File: config.mk
export PLATFORM = sky130hd
export DESIGN_NAME = channel_check_status_regs
export DESIGN_NICKNAME = d
export VERILOG_FILES = /design/src/hw/chk_pkg.sv /design/src/hw/sync_bank.sv /design/src/hw/iface_sysreset.sv /design/src/hw/channel_check_status_regs.sv
export SDC_FILE = /design/constraint.sdc
export NUM_CORES = 1
export LEC_CHECK = 0
export BUFFER_PORTS_ARGS = -buffer_cell sky130_fd_sc_hd__buf_2
export CORE_MARGIN = 4
export CORE_UTILIZATION = 50
export CTS_CLUSTER_DIAMETER = 120
export CTS_CLUSTER_SIZE = 40
export DETAILED_ROUTE_END_ITERATION = 8
export PLACE_DENSITY = 0.79
export SYNTH_ARGS = -nofsm -noshare
export SYNTH_HDL_FRONTEND = slang
export SYNTH_SLANG_ARGS = --single-unit
File: constraint.sdc
create_clock -name clk_sys -period 1.8 [get_ports clk_sys]
set_input_delay 0.09 -clock clk_sys [delete_from_list [all_inputs] [get_ports clk_sys]]
set_output_delay 0.09 -clock clk_sys [all_outputs]
set_load 0.01 [all_outputs]
File: src/hw/chk_pkg.sv
// Purpose: Shared constants for the channel check and status register block
// Assumes: One 200 MHz clock; registers are 8 bits wide with odd read parity
// Notes:   Bit numbers follow the register layouts, bit 0 being the lsb here
package chk_pkg;
  localparam int unsigned REG_W      = 8;
  localparam int unsigned NUM_IFACE  = 8;
  localparam int unsigned IFACE_W    = 3;
  localparam int unsigned SEL_W      = 3;
  localparam int unsigned TAG_W      = 10;
  localparam int unsigned BUS_W      = 9;

  // Condition register select code that picks the interface check register
  localparam logic [SEL_W-1:0] SEL_IFACE_CHECK = 3'h0;

  // Interface check register bits
  localparam int unsigned CK_BUS_IN_PAR  = 0;
  localparam int unsigned CK_IFACE_CARD  = 1;
  localparam int unsigned CK_XFER_CARD   = 2;
  localparam int unsigned CK_SEARCH_CARD = 3;
  localparam int unsigned CK_CLK_AD      = 4;
  localparam int unsigned CK_CLK_EH      = 5;

  // Channel status two bits
  localparam int unsigned ST_HALT        = 0;
  localparam int unsigned ST_SEL_RESET   = 1;
  localparam int unsigned ST_SYS_RESET   = 2;
  localparam int unsigned ST_EXTRA_COND  = 3;
  localparam int unsigned ST_SEQ_CARD    = 4;
  localparam int unsigned ST_BUS_OUT_PAR = 5;
  localparam int unsigned ST_BASE_COND   = 6;
  localparam int unsigned ST_SUMMARY     = 7;

  // Bits cleared by a check reset in channel status two
  localparam logic [REG_W-1:0] CHECK_RESET_MASK = 8'hF0;
  localparam logic [REG_W-1:0] REG_CLEAR        = 8'h00;

  // Tag vector positions of the synchronised channel tags
  localparam int unsigned T_ADDR_OUT = 0;
  localparam int unsigned T_SEL_OUT  = 1;
  localparam int unsigned T_SUP_OUT  = 2;
  localparam int unsigned T_OP_OUT   = 3;
  localparam int unsigned T_CMD_OUT  = 4;
  localparam int unsigned T_OP_IN    = 5;
  localparam int unsigned T_ADDR_IN  = 6;
  localparam int unsigned T_STAT_IN  = 7;
  localparam int unsigned T_SVC_IN   = 8;
  localparam int unsigned T_DATA_IN  = 9;
endpackage

File: src/hw/sync_bank.sv
// Purpose: Two-stage synchroniser for a group of pin-level inputs
// Assumes: Inputs are levels from outside the clk_sys domain
// Notes:   The first stage feeds only the second stage
module sync_bank #(
  parameter int unsigned WIDTH = 1
) (
  input  wire logic             clk_sys,
  input  wire logic             rst_n,
  input  wire logic [WIDTH-1:0] pin_in,
  output logic      [WIDTH-1:0] sync_out
);
  logic [WIDTH-1:0] stage_one;

  // Per-bit two flip-flop chain, cleared by reset
  for (genvar i = 0; i < WIDTH; i++) begin : g_bit
    always_ff @(posedge clk_sys) begin
      if (!rst_n) begin
        stage_one[i] <= 1'b0;
        sync_out[i]  <= 1'b0;
      end else begin
        stage_one[i] <= pin_in[i];
        sync_out[i]  <= stage_one[i];
      end
    end
  end
endmodule

File: src/hw/iface_sysreset.sv
// Purpose: System reset latch of one channel interface
// Assumes: Tag inputs are already synchronised to clk_sys
// Notes:   The remembered operational out latch makes a disable act only once
module iface_sysreset (
  input  wire logic clk_sys,
  input  wire logic rst_n,
  input  wire logic op_out,
  input  wire logic sup_out,
  input  wire logic iface_disable,
  input  wire logic initial_load_latch,
  input  wire logic taken,
  output logic      remember_op_out,
  output logic      sys_reset_latch
);
  logic op_out_delayed;
  logic channel_reset;
  logic disable_reset;

  // Channel reset: op out and suppress out both dropped after op out was up
  assign channel_reset = !op_out && !sup_out && remember_op_out && !op_out_delayed;
  // Disable resets only while op out is remembered
  assign disable_reset = iface_disable && remember_op_out;

  // Delayed copy of operational out
  always_ff @(posedge clk_sys) begin
    if (!rst_n) begin
      op_out_delayed <= 1'b0;
    end else begin
      op_out_delayed <= op_out;
    end
  end

  // Remember latch: armed by op out, spent by a channel or disable reset
  always_ff @(posedge clk_sys) begin
    if (!rst_n) begin
      remember_op_out <= 1'b0;
    end else if (op_out) begin
      remember_op_out <= 1'b1;
    end else if (channel_reset || disable_reset) begin
      remember_op_out <= 1'b0;
    end
  end

  // Latch holds until the interface is switched in; a new set beats the take
  always_ff @(posedge clk_sys) begin
    if (!rst_n) begin
      sys_reset_latch <= 1'b0;
    end else if (channel_reset || disable_reset || initial_load_latch) begin
      sys_reset_latch <= 1'b1;
    end else if (taken) begin
      sys_reset_latch <= 1'b0;
    end
  end
endmodule

File: src/hw/channel_check_status_regs.sv
// Purpose: Interface check register and channel status two with summary check
// Assumes: Card fault inputs are clk_sys logic; channel tags and bus come from pins
// Notes:   Registers are reached by external load and read strobes only
module channel_check_status_regs (
  input  wire logic                               clk_sys,
  input  wire logic                               rst_n,
  // Register access
  input  wire logic                               cond_rd,
  input  wire logic                               cond_ld,
  input  wire logic                               status_rd,
  input  wire logic                               status_ld,
  input  wire logic [chk_pkg::SEL_W-1:0]          cond_select,
  output logic      [chk_pkg::REG_W-1:0]          rd_data,
  output logic                                    rd_parity,
  output logic                                    rd_valid,
  // Resets and maintenance commands
  input  wire logic                               check_reset,
  input  wire logic                               initial_load_reset,
  input  wire logic                               disable_recovery,
  input  wire logic                               load_maint_cmd,
  input  wire logic                               reset_maint_cmd,
  input  wire logic                               initial_load_done,
  // Feature straps
  input  wire logic                               feat_two_extra,
  input  wire logic                               feat_four_extra,
  // Channel pins of the switched interface
  input  wire logic [chk_pkg::TAG_W-1:0]          tag_pins,
  input  wire logic [chk_pkg::BUS_W-1:0]          bus_out_pins,
  input  wire logic                               data_xfer_active,
  // Per-interface pins and switching
  input  wire logic [chk_pkg::NUM_IFACE-1:0]      iface_op_out,
  input  wire logic [chk_pkg::NUM_IFACE-1:0]      iface_sup_out,
  input  wire logic [chk_pkg::NUM_IFACE-1:0]      iface_disable,
  input  wire logic                               iface_switch,
  input  wire logic [chk_pkg::IFACE_W-1:0]        iface_sel,
  // Card fault strobes
  input  wire logic                               bus_in_par_err,
  input  wire logic                               iface_card_fault,
  input  wire logic                               xfer_card_fault,
  input  wire logic                               search_card_fault,
  input  wire logic                               clk_check_ad,
  input  wire logic                               clk_check_eh,
  input  wire logic                               extra_cond_fault,
  input  wire logic                               seq_clock_fault,
  input  wire logic                               seq_select_fault,
  input  wire logic                               reg16_par_fault,
  input  wire logic                               control_one_par_fault,
  input  wire logic                               base_cond_fault,
  // Results
  output logic                                    new_level_one,
  output logic                                    check_two,
  output logic                                    xfer_err_bit0_set,
  output logic                                    xfer_err_bit3_set,
  output logic [chk_pkg::NUM_IFACE-1:0]           service_req,
  output logic                                    initial_load_latch
);
  logic [chk_pkg::REG_W-1:0]     channel_iface_check;
  logic [chk_pkg::REG_W-1:0]     channel_status_two;
  logic [chk_pkg::REG_W-1:0]     next_check;
  logic [chk_pkg::REG_W-1:0]     next_status;
  logic [chk_pkg::TAG_W-1:0]     tag;
  logic [chk_pkg::BUS_W-1:0]     bus_out;
  logic [2:0]                    iface_sync;
  logic [chk_pkg::NUM_IFACE-1:0] op_out_s;
  logic [chk_pkg::NUM_IFACE-1:0] sup_out_s;
  logic [chk_pkg::NUM_IFACE-1:0] disable_s;
  logic [chk_pkg::NUM_IFACE-1:0] remember;
  logic [chk_pkg::NUM_IFACE-1:0] sysreset;
  logic [chk_pkg::NUM_IFACE-1:0] taken;
  logic                          feat_two;
  logic                          feat_four;
  logic                          check_sel;
  logic                          check_clear;
  logic                          status_clear;
  logic                          addr_in_seen;
  logic                          bus_out_err;
  logic                          in_tag_err;
  logic                          summary_src;

  // Channel tags and bus pass two flops before any logic looks at them
  sync_bank #(.WIDTH(chk_pkg::TAG_W)) u_tag_sync (
    .clk_sys  (clk_sys),
    .rst_n    (rst_n),
    .pin_in   (tag_pins),
    .sync_out (tag)
  );
  sync_bank #(.WIDTH(chk_pkg::BUS_W)) u_bus_sync (
    .clk_sys  (clk_sys),
    .rst_n    (rst_n),
    .pin_in   (bus_out_pins),
    .sync_out (bus_out)
  );
  sync_bank #(.WIDTH(3*chk_pkg::NUM_IFACE)) u_iface_sync (
    .clk_sys  (clk_sys),
    .rst_n    (rst_n),
    .pin_in   ({iface_op_out, iface_sup_out, iface_disable}),
    .sync_out ({op_out_s, sup_out_s, disable_s})
  );
  sync_bank #(.WIDTH(3)) u_misc_sync (
    .clk_sys  (clk_sys),
    .rst_n    (rst_n),
    .pin_in   ({feat_two_extra, feat_four_extra, data_xfer_active}),
    .sync_out (iface_sync)
  );
  assign feat_two  = iface_sync[2];
  assign feat_four = iface_sync[1];

  // One system reset latch per interface, taken when switched in
  for (genvar i = 0; i < chk_pkg::NUM_IFACE; i++) begin : g_iface
    assign taken[i] = iface_switch && (iface_sel == chk_pkg::IFACE_W'(i));
    iface_sysreset u_sysreset (
      .clk_sys            (clk_sys),
      .rst_n              (rst_n),
      .op_out             (op_out_s[i]),
      .sup_out            (sup_out_s[i]),
      .iface_disable      (disable_s[i]),
      .initial_load_latch (initial_load_latch),
      .taken              (taken[i]),
      .remember_op_out    (remember[i]),
      .sys_reset_latch    (sysreset[i])
    );
  end

  // Initial load latch: set at power on and by maintenance commands
  always_ff @(posedge clk_sys) begin
    if (!rst_n) begin
      initial_load_latch <= 1'b1;
    end else if (load_maint_cmd || reset_maint_cmd) begin
      initial_load_latch <= 1'b1;
    end else if (initial_load_done) begin
      initial_load_latch <= 1'b0;
    end
  end

  // Service request is held off while the initial load latch is up
  always_ff @(posedge clk_sys) begin
    if (!rst_n) begin
      service_req <= '0;
    end else begin
      service_req <= initial_load_latch ? '0 : sysreset;
    end
  end

  // Bus-out parity is checked on command out after address in, or in transfer
  always_ff @(posedge clk_sys) begin
    if (!rst_n) begin
      addr_in_seen <= 1'b0;
    end else if (tag[chk_pkg::T_ADDR_IN]) begin
      addr_in_seen <= 1'b1;
    end else if (!tag[chk_pkg::T_CMD_OUT]) begin
      addr_in_seen <= 1'b0;
    end
  end
  assign bus_out_err = !(^bus_out) &&
                       ((tag[chk_pkg::T_CMD_OUT] && addr_in_seen) || iface_sync[0]);
  assign in_tag_err  = (tag[chk_pkg::T_ADDR_IN] || tag[chk_pkg::T_STAT_IN]) &&
                       (tag[chk_pkg::T_SVC_IN] || tag[chk_pkg::T_DATA_IN]);

  // Register select and clear terms
  assign check_sel    = (cond_select == chk_pkg::SEL_IFACE_CHECK);
  assign check_clear  = (cond_ld && check_sel) || check_reset;
  assign status_clear = status_ld || initial_load_reset || disable_recovery;

  // Next interface check value: hold, clear, then OR in new faults (set wins)
  always_comb begin
    next_check = check_clear ? chk_pkg::REG_CLEAR : channel_iface_check;
    next_check[chk_pkg::CK_BUS_IN_PAR]  = next_check[chk_pkg::CK_BUS_IN_PAR]  | bus_in_par_err;
    next_check[chk_pkg::CK_IFACE_CARD]  = next_check[chk_pkg::CK_IFACE_CARD]  | iface_card_fault;
    next_check[chk_pkg::CK_XFER_CARD]   = next_check[chk_pkg::CK_XFER_CARD]   | xfer_card_fault;
    next_check[chk_pkg::CK_SEARCH_CARD] = next_check[chk_pkg::CK_SEARCH_CARD] | search_card_fault;
    // Absent features leave their bits at zero
    next_check[chk_pkg::CK_CLK_AD] = next_check[chk_pkg::CK_CLK_AD] |
                                     (clk_check_ad && (feat_two || feat_four));
    next_check[chk_pkg::CK_CLK_EH] = next_check[chk_pkg::CK_CLK_EH] | (clk_check_eh && feat_four);
    next_check[7:6] = 2'h0;
  end

  // Next status value; a full clear, then check reset on the upper half
  always_comb begin
    next_status = status_clear ? chk_pkg::REG_CLEAR : channel_status_two;
    if (check_reset) begin
      next_status = next_status & ~chk_pkg::CHECK_RESET_MASK;
    end
    next_status[chk_pkg::ST_HALT] = next_status[chk_pkg::ST_HALT] |
      (tag[chk_pkg::T_ADDR_OUT] && tag[chk_pkg::T_OP_IN] && !tag[chk_pkg::T_SEL_OUT]);
    next_status[chk_pkg::ST_SEL_RESET] = next_status[chk_pkg::ST_SEL_RESET] |
      (tag[chk_pkg::T_SUP_OUT] && tag[chk_pkg::T_OP_IN] && !tag[chk_pkg::T_OP_OUT] &&
       remember[iface_sel]);
    next_status[chk_pkg::ST_SYS_RESET] = next_status[chk_pkg::ST_SYS_RESET] |
      (iface_switch && sysreset[iface_sel]);
    next_status[chk_pkg::ST_EXTRA_COND] = next_status[chk_pkg::ST_EXTRA_COND] |
      (extra_cond_fault && (feat_two || feat_four));
    next_status[chk_pkg::ST_SEQ_CARD] = next_status[chk_pkg::ST_SEQ_CARD] |
      seq_clock_fault | in_tag_err |
      seq_select_fault | reg16_par_fault | control_one_par_fault;
    next_status[chk_pkg::ST_BUS_OUT_PAR] = next_status[chk_pkg::ST_BUS_OUT_PAR] | bus_out_err;
    next_status[chk_pkg::ST_BASE_COND] = next_status[chk_pkg::ST_BASE_COND] | base_cond_fault;
    next_status[chk_pkg::ST_SUMMARY] = next_status[chk_pkg::ST_SUMMARY] | summary_src;
  end

  // Summary source uses only live register bits, so unused bits cannot feed it
  assign summary_src = (|next_check) | next_status[chk_pkg::ST_EXTRA_COND] |
                       next_status[chk_pkg::ST_SEQ_CARD] | next_status[chk_pkg::ST_BASE_COND];

  // Interface check register
  always_ff @(posedge clk_sys) begin
    if (!rst_n) begin
      channel_iface_check <= chk_pkg::REG_CLEAR;
    end else begin
      channel_iface_check <= next_check;
    end
  end

  // Channel status two
  always_ff @(posedge clk_sys) begin
    if (!rst_n) begin
      channel_status_two <= chk_pkg::REG_CLEAR;
    end else begin
      channel_status_two <= next_status;
    end
  end

  // Level 1 interrupt request registers the next summary bit, in step with the summary register bit
  always_ff @(posedge clk_sys) begin
    if (!rst_n) begin
      new_level_one <= 1'b0;
    end else begin
      new_level_one <= next_status[chk_pkg::ST_SUMMARY];
    end
  end

  // Side effects toward the transfer error logic, registered copies one cycle behind their sources
  always_ff @(posedge clk_sys) begin
    if (!rst_n) begin
      check_two         <= 1'b0;
      xfer_err_bit0_set <= 1'b0;
      xfer_err_bit3_set <= 1'b0;
    end else begin
      check_two         <= bus_out_err;
      xfer_err_bit0_set <= bus_out_err;
      xfer_err_bit3_set <= seq_clock_fault;
    end
  end

  // Read port: data and parity both show the value before any same-cycle update
  always_ff @(posedge clk_sys) begin
    if (!rst_n) begin
      rd_data   <= chk_pkg::REG_CLEAR;
      rd_parity <= 1'b1;
      rd_valid  <= 1'b0;
    end else if (status_rd) begin
      rd_data   <= channel_status_two;
      rd_parity <= ~^channel_status_two;
      rd_valid  <= 1'b1;
    end else if (cond_rd && check_sel) begin
      rd_data   <= channel_iface_check;
      rd_parity <= ~^channel_iface_check;
      rd_valid  <= 1'b1;
    end else begin
      rd_valid  <= 1'b0;
    end
  end

  property p_check_to_level_one;
    @(posedge clk_sys) disable iff (!rst_n)
    (bus_in_par_err && !check_reset && !status_clear) |=> new_level_one && channel_iface_check[0];
  endproperty
  a_check_to_level_one: assert property (p_check_to_level_one) else $error("check fault missed level 1");

  property p_select_gate;
    @(posedge clk_sys) disable iff (!rst_n)
    (cond_rd && !status_rd && cond_select != chk_pkg::SEL_IFACE_CHECK) |=> !rd_valid;
  endproperty
  a_select_gate: assert property (p_select_gate) else $error("check register read with wrong select");

  property p_check_holds;
    @(posedge clk_sys) disable iff (!rst_n)
    (!check_clear && channel_iface_check[2]) |=> channel_iface_check[2];
  endproperty
  a_check_holds: assert property (p_check_holds) else $error("check bit lost without clear");

  property p_unused_zero;
    @(posedge clk_sys) disable iff (!rst_n)
    !feat_four |=> channel_iface_check[7:5] == 3'h0;
  endproperty
  a_unused_zero: assert property (p_unused_zero) else $error("unused check bit set");

  property p_check_reset_low;
    @(posedge clk_sys) disable iff (!rst_n)
    (check_reset && !status_clear) |=>
      (channel_status_two[3:0] & $past(channel_status_two[3:0])) == $past(channel_status_two[3:0]);
  endproperty
  a_check_reset_low: assert property (p_check_reset_low) else $error("check reset disturbed low bits");

  property p_read_parity;
    @(posedge clk_sys) disable iff (!rst_n)
    status_rd |=> rd_valid && (^{rd_data, rd_parity}) && rd_data == $past(channel_status_two);
  endproperty
  a_read_parity: assert property (p_read_parity) else $error("status read parity not odd");

  property p_halt_set;
    @(posedge clk_sys) disable iff (!rst_n)
    (tag[chk_pkg::T_ADDR_OUT] && tag[chk_pkg::T_OP_IN] && !tag[chk_pkg::T_SEL_OUT]) |=> channel_status_two[0];
  endproperty
  a_halt_set: assert property (p_halt_set) else $error("halt bit not set");

  property p_service_held;
    @(posedge clk_sys) disable iff (!rst_n)
    initial_load_latch |=> service_req == '0;
  endproperty
  a_service_held: assert property (p_service_held) else $error("service request during initial load");

  property p_bus_out_side;
    @(posedge clk_sys) disable iff (!rst_n)
    bus_out_err |=> channel_status_two[5] && check_two && xfer_err_bit0_set ##1 (check_two == $past(bus_out_err));
  endproperty
  a_bus_out_side: assert property (p_bus_out_side) else $error("bus out parity effects wrong");

  property p_summary_level;
    @(posedge clk_sys) disable iff (!rst_n)
    channel_status_two[6] |-> channel_status_two[7] && new_level_one;
  endproperty
  a_summary_level: assert property (p_summary_level) else $error("summary or level 1 missing");
endmodule

After elaboration in Yosys (flattened, before gate mapping)

Cells that the tools add are included.

$lt $le $gt $ge: 1
Reductions and logical operators: 130
Eq/ne operators: 8
Bitwise operators: 22
Muxes and demuxes: 47

Operator list:

| operator                                                                 | number |
|---|---|
| 1-bit logical AND                                                        | 54 |
| 1-bit 2-to-1 mux                                                         | 40 |
| 2-bit nonzero test                                                       | 17 |
| 8-bit 2-to-1 mux                                                         | 4 |
| 1-bit zero test                                                          | 27 |
| 1-bit logical OR                                                         | 24 |
| 1-bit OR                                                                 | 21 |
| 8-bit XNOR reduction                                                     | 2 |
| 3-bit == test (second input constant)                                    | 4 |
| 9-bit XOR reduction                                                      | 1 |
| 1-bit binary-select mux with 3-bit select                                | 2 |
| 3-bit by 2-bit == test with 1-bit output (second input constant)         | 2 |
| 3-bit zero test                                                          | 2 |
| 6-bit 2-to-1 mux                                                         | 1 |
| 6-bit OR reduction                                                       | 1 |
| 3-bit by 4-bit < comparator with 1-bit output (second input constant)    | 1 |
| 2-bit OR reduction                                                       | 2 |
| 3-bit by 1-bit == test with 1-bit output (second input constant)         | 1 |
| 2-bit by 1-bit inequality test with 1-bit output (second input constant) | 1 |
| 1-bit NOT                                                                | 1 |

Bits in registers: 153
Logic and storage cells: 335
Output and inout port bits: 23
Input port bits: 77

Logic depth before layout (Yosys ltp)

Depth in word-level cells: 12
Depth in mapped cells: 5
Depth with buffers taken out: 5

Hierarchy

Synthesis repeated with hierarchy kept, for this count alone.

Cells, all modules: 468
Area total of the unflattened synthesis: 5176.2 um^2

Modules (own cells, without submodules):

| module                    | times used | seq. area each (um^2) | area an instance (um^2) | cells an instance |
|---|---|---|---|---|
| channel_check_status_regs | 1          | 720.7                 | 1722.9                  | 180 |
| sync_bank at u_iface_sync | 1          | 960.9                 | 1331.3                  | 101 |
| iface_sysreset            | 8          | 60.1                  | 112.6                   | 12 |
| sync_bank at u_tag_sync   | 1          | 400.4                 | 561.8                   | 42 |
| sync_bank at u_bus_sync   | 1          | 360.3                 | 501.7                   | 37 |
| sync_bank at u_misc_sync  | 1          | 120.1                 | 157.7                   | 12 |

Worst setup path after synthesis

Ideal clock, no wire load.

Path kind: register to register
From: register channel_iface_check[4] (netlist name)
To: register channel_status_two[7] (netlist name)
Slack: 373 ps
Data required time: 1680 ps
Clock period less this slack: 1427 ps
Buffers on the path: 0
Data arrival time: 1307 ps
Stages on the path, launching flop included: 4
Library setup time: 120 ps
Cell sequence: dfxtp_1 -> or4_1 -> o31a_1 -> o31a_1

Longest elaborated chain between the ends: 7

RTL lines:

| element                  | line                             | text |
|---|---|---|
| start: declaration       | channel_check_status_regs.sv:57  | `logic [chk_pkg::REG_W-1:0] channel_iface_check;` |
| start signal: assignment | channel_check_status_regs.sv:208 | `channel_iface_check <= chk_pkg::REG_CLEAR;` |
| start signal: assignment | channel_check_status_regs.sv:210 | `channel_iface_check <= next_check;` |
| 6-bit 2-to-1 mux         | channel_check_status_regs.sv:166 | `next_check = check_clear ? chk_pkg::REG_CLEAR : channel_iface_check;` |
| 1-bit OR                 | channel_check_status_regs.sv:172 | `next_check[chk_pkg::CK_CLK_AD] = next_check[chk_pkg::CK_CLK_AD] \|` |
| 6-bit OR reduction       | channel_check_status_regs.sv:202 | `assign summary_src = (\|next_check) \| next_status[chk_pkg::ST_EXTRA_COND] \|` |
| 1-bit OR (2 in a row)    | channel_check_status_regs.sv:202 |  |
| 1-bit OR                 | channel_check_status_regs.sv:203 | `next_status[chk_pkg::ST_SEQ_CARD] \| next_status[chk_pkg::ST_BASE_COND];` |
| 1-bit OR                 | channel_check_status_regs.sv:198 | `next_status[chk_pkg::ST_SUMMARY] = next_status[chk_pkg::ST_SUMMARY] \| summary_src;` |
| end signal: assignment   | channel_check_status_regs.sv:217 | `channel_status_two <= chk_pkg::REG_CLEAR;` |
| end signal: assignment   | channel_check_status_regs.sv:219 | `channel_status_two <= next_status;` |
| end: declaration         | channel_check_status_regs.sv:58  | `logic [chk_pkg::REG_W-1:0] channel_status_two;` |

Every way passes these cells.
A chain may end at the register's enable or synchronous reset.

Final worst setup path

From: input seq_clock_fault
To: register channel_status_two[7] (netlist name)

Longest elaborated chain between the ends: 8

RTL lines:

| element               | line                             | text |
|---|---|---|
| start: declaration    | channel_check_status_regs.sv:44  | `input wire logic seq_clock_fault,` |
| 1-bit OR              | channel_check_status_regs.sv:193 | `next_status[chk_pkg::ST_SEQ_CARD] = next_status[chk_pkg::ST_SEQ_CARD] \|` |
| 1-bit OR (2 in a row) | channel_check_status_regs.sv:194 | `seq_clock_fault \| in_tag_err \|` |
| 1-bit OR (2 in a row) | channel_check_status_regs.sv:195 | `seq_select_fault \| reg16_par_fault \| control_one_par_fault;` |
| 1-bit OR              | channel_check_status_regs.sv:202 |  |
| 1-bit OR              | channel_check_status_regs.sv:203 |  |
| 1-bit OR              | channel_check_status_regs.sv:198 |  |

Every way passes these cells.

==> impl_metrics.py <==
metrics = {
    "clocking": {
        "cts-htree-levels": 4,
        "clock_latency_ps": 510,
        "clockBufferDepth": 2,
        "cts-buffers-inserted": 17,
        "clk_pin_slew_worst_paths_ps": 60,
        "cts_tree": "yes",
        "postCtsResizedCells": 0,
        "clkSinkCount": 152,
        "cts_root_buffer": "clkbuf_8",
    },
    "sta": {
        "period_share_pct": 95.8,
        "slew_headroom_pct": 62.5,
        "fin_tns_setup_ps": 0,
        "fmax_mhz": 580,
        "holdWs_ps": 39.2,
        "tightestPinTransition_ps": 563,
        "skew_ps": 6.50,
        "drv_slew": 0,
        "hold_viol_final": 0,
        "period_needed_ps": 1720,
        "rsz0062_at_grt": "false",
        "setup_viol": 0,
    },
    "power_and_ir_drop": {
        "p_per_area_nw_per_um2": 1100,
        "ir_worst_vdd_mv": 0.821,
        "power.total_mw": 7.70,
        "p_leak_nw": 3.05,
    },
    "cells_and_area": {
        "final_area_um2": 7010,
        "area_growth_pct": 38.7,
        "nets": 718,
        "diodes": 0,
        "drive_gt1_share_pct": 20.9,
    },
    "die": {
        "num_io_pins": 100,
        "core_area_um2": 9820,
        "fp-row-count": 36,
        "start_util_pct": 51.5,
        "die_h_um": 109,
        "fp.dieW_um": 109,
        "dieArea_um2": 11800,
    },
    "setup_path": {
        "cp.required_ps": 2200,
        "worstSetupStartpointType": "primary input",
        "crit_arrival_ps": 2120,
        "endpoint_kind": "flip-flop",
        "critical_path_peak_fanout": 2,
        "critPathKind": "in -> reg",
    },
    "synthesis": {
        "synthDominantCellAreaShare_pct": 60.2,
        "syn_nets": 541,
        "synth.area.top_cells": "dfxtp_1 60%, and2_1 14%, xnor2_1 2.9%",
        "synth.largest_area_cell": "dfxtp_1",
        "synth_edf_count": 0,
        "synth_async_sr_flop_share_pct": 0,
        "syn_inst": 464,
        "yosys.cell_types.count": 40,
        "synth_area_per_cell_um2": 10.9,
        "synthTopCellsByCount": "152 x dfxtp_1, 112 x and2_1, 17 x clkbuf_1, 17 x xnor2_1",
        "netlist_area_um2": 5060,
        "synth_most_common_cell": "dfxtp_1",
        "synth_ff_type": "dfxtp_1",
        "yosys_warnings": 0,
        "ys_seq_area_share_pct": 60.2,
        "ys_ff_latch": 152,
    },
    "place": {
        "gp_congestion": 0.912,
        "portBuffers": 99,
        "dp_hpwl_um": 6480,
        "place_area_um2": 5660,
    },
    "detailed_routing": {
        "dr.pass1.iters": 5,
        "vias": 3792,
        "drtIter0Drc": 142,
        "remaining_drc_errors": 0,
        "wl_um": 10600,
        "wl_per_cell_um": 13.5,
        "antenna_left": 0,
        "viasPerCell": 4.83,
    },
    "global_route": {
        "grt_usage_pct": 19.0,
        "grt_max_degree": 48,
        "grt_antenna_before_repair": 0,
        "grt_pass1_wl_um": 17200,
        "grt_overflow": 0,
        "grt_pass1_vias": 3871,
    },
    "flow_run": {
        "maxCapViolCount": 0,
    },
    "run_status": {
        "status": "complete, no violations",
    },
    "worst_hold_path": {
        "worstHoldPathType": "in -> reg",
    },
}
-- worst max-delay path, stage by stage --
cell and delay (ps):
dlygate4sd3_1 550, buf_2 140, nor4_1 290, dlygate4sd3_1 620, nand3_1 120, o31a_1 320
-- power by group --
part | internal, mW | switching [mW] | total (mW)
clock network | 2.26 | 1.25 | 3.51
registers | 3.52 | 0.0755 | 3.60
logic | 0.357 | 0.232 | 0.588
total | 6.14 | 1.56 | 7.70
-- area by class of cell --
cell class              count  area, µm²
fillers                   720       2810
well taps                 133        166
repair buffers            180       1300
clock inverters             9        150
multi-input cells         290       1920
flip-flops and latches    152       3040
clock buffers              21        439
-- kinds of logic (layout without fill, tap and decap cells) --
| family | count (synthesis) | count (layout) | share of synthesized area, % |
|---|---|---|---|
| simple gates | 189 | 189 | 21.9 |
| flops | 152 | 152 | 60.2 |
| compound gates | 69 | 69 | 9.23 |
| buf+inv | 22 | 210 | 1.93 |
| xor+xnor | 19 | 19 | 3.56 |
| mux | 13 | 13 | 3.24 |
-- metrics by stage --
step / instances / utilization (%) / setup slack (ps)
6_report: 785 / 71.4 / 76.2
5_1_grt: 785 / 71.4 / 56.3
4_1_cts: 785 / 71.4 / 175
3_5_place_dp: 679 / 57.6 / 283
3_3_place_gp: 679 / 57.6 / 352
2_1_floorplan: 464 / - / 373
-- final timing paths --
kind	start	to	slack, ps	cells past startpoint
worst max-delay path	seq_clock_fault	channel_status_two[7]	80	6
worst min-delay path	iface_sel[2]	g_iface[5].u_sysreset.sys_reset_latch	40	4
worst max register to register	channel_iface_check[5]	channel_status_two[7]	280	3
worst min register to register	u_tag_sync.stage_one[4]	u_tag_sync.sync_out[4]	430	1
-- timing repair --
action                    4_1_cts  5_1_grt
setup buffers                   0        0
hold endpoints to repair       72        0
hold buffers                   76        0
-- per-layer routing --
layer | wire [µm] | GRT usage (%)
met1 | 4310 | 19.8
met2 | 5480 | 35.1
met3 | 566 | 4.96
met4 | 248 | 9.20
met5 | 0 | 0
-- flip-flops by register name, summed over array words and instances (netlist names), 3 cells and up --
register                            count
channel_iface_check                     6
channel_status_two                      8
g_iface.u_sysreset.op_out_delayed       8
g_iface.u_sysreset.remember_op_out      8
g_iface.u_sysreset.sys_reset_latch      8
rd_data                                 8
service_req                             8
u_bus_sync.stage_one                    9
u_bus_sync.sync_out                     9
u_iface_sync.stage_one                 24
u_iface_sync.sync_out                  24
u_misc_sync.stage_one                   3
u_misc_sync.sync_out                    3
u_tag_sync.stage_one                   10
u_tag_sync.sync_out                    10
-- cells in the final DEF, fill, tap and decap left out, drive strengths merged, types with 2 or more instances in the layout --
cell         instances
nand3                6
clkinvlp             2
buf                104
nand4                2
clkbuf              21
nor4                 3
nor2b               13
nor3                10
o22ai                2
clkinv               3
nand2               16
a22oi                5
mux2i               10
mux4                 2
a21oi               16
o211a                6
and2               113
bufinv               4
nor3b                9
xnor2               17
nor2                13
o21ai               13
o31a                 2
dfxtp              152
nand2b               2
o21a                 9
dlygate4sd3         76
a21boi              10
Note: power is estimated with default switching activity, not from simulation.
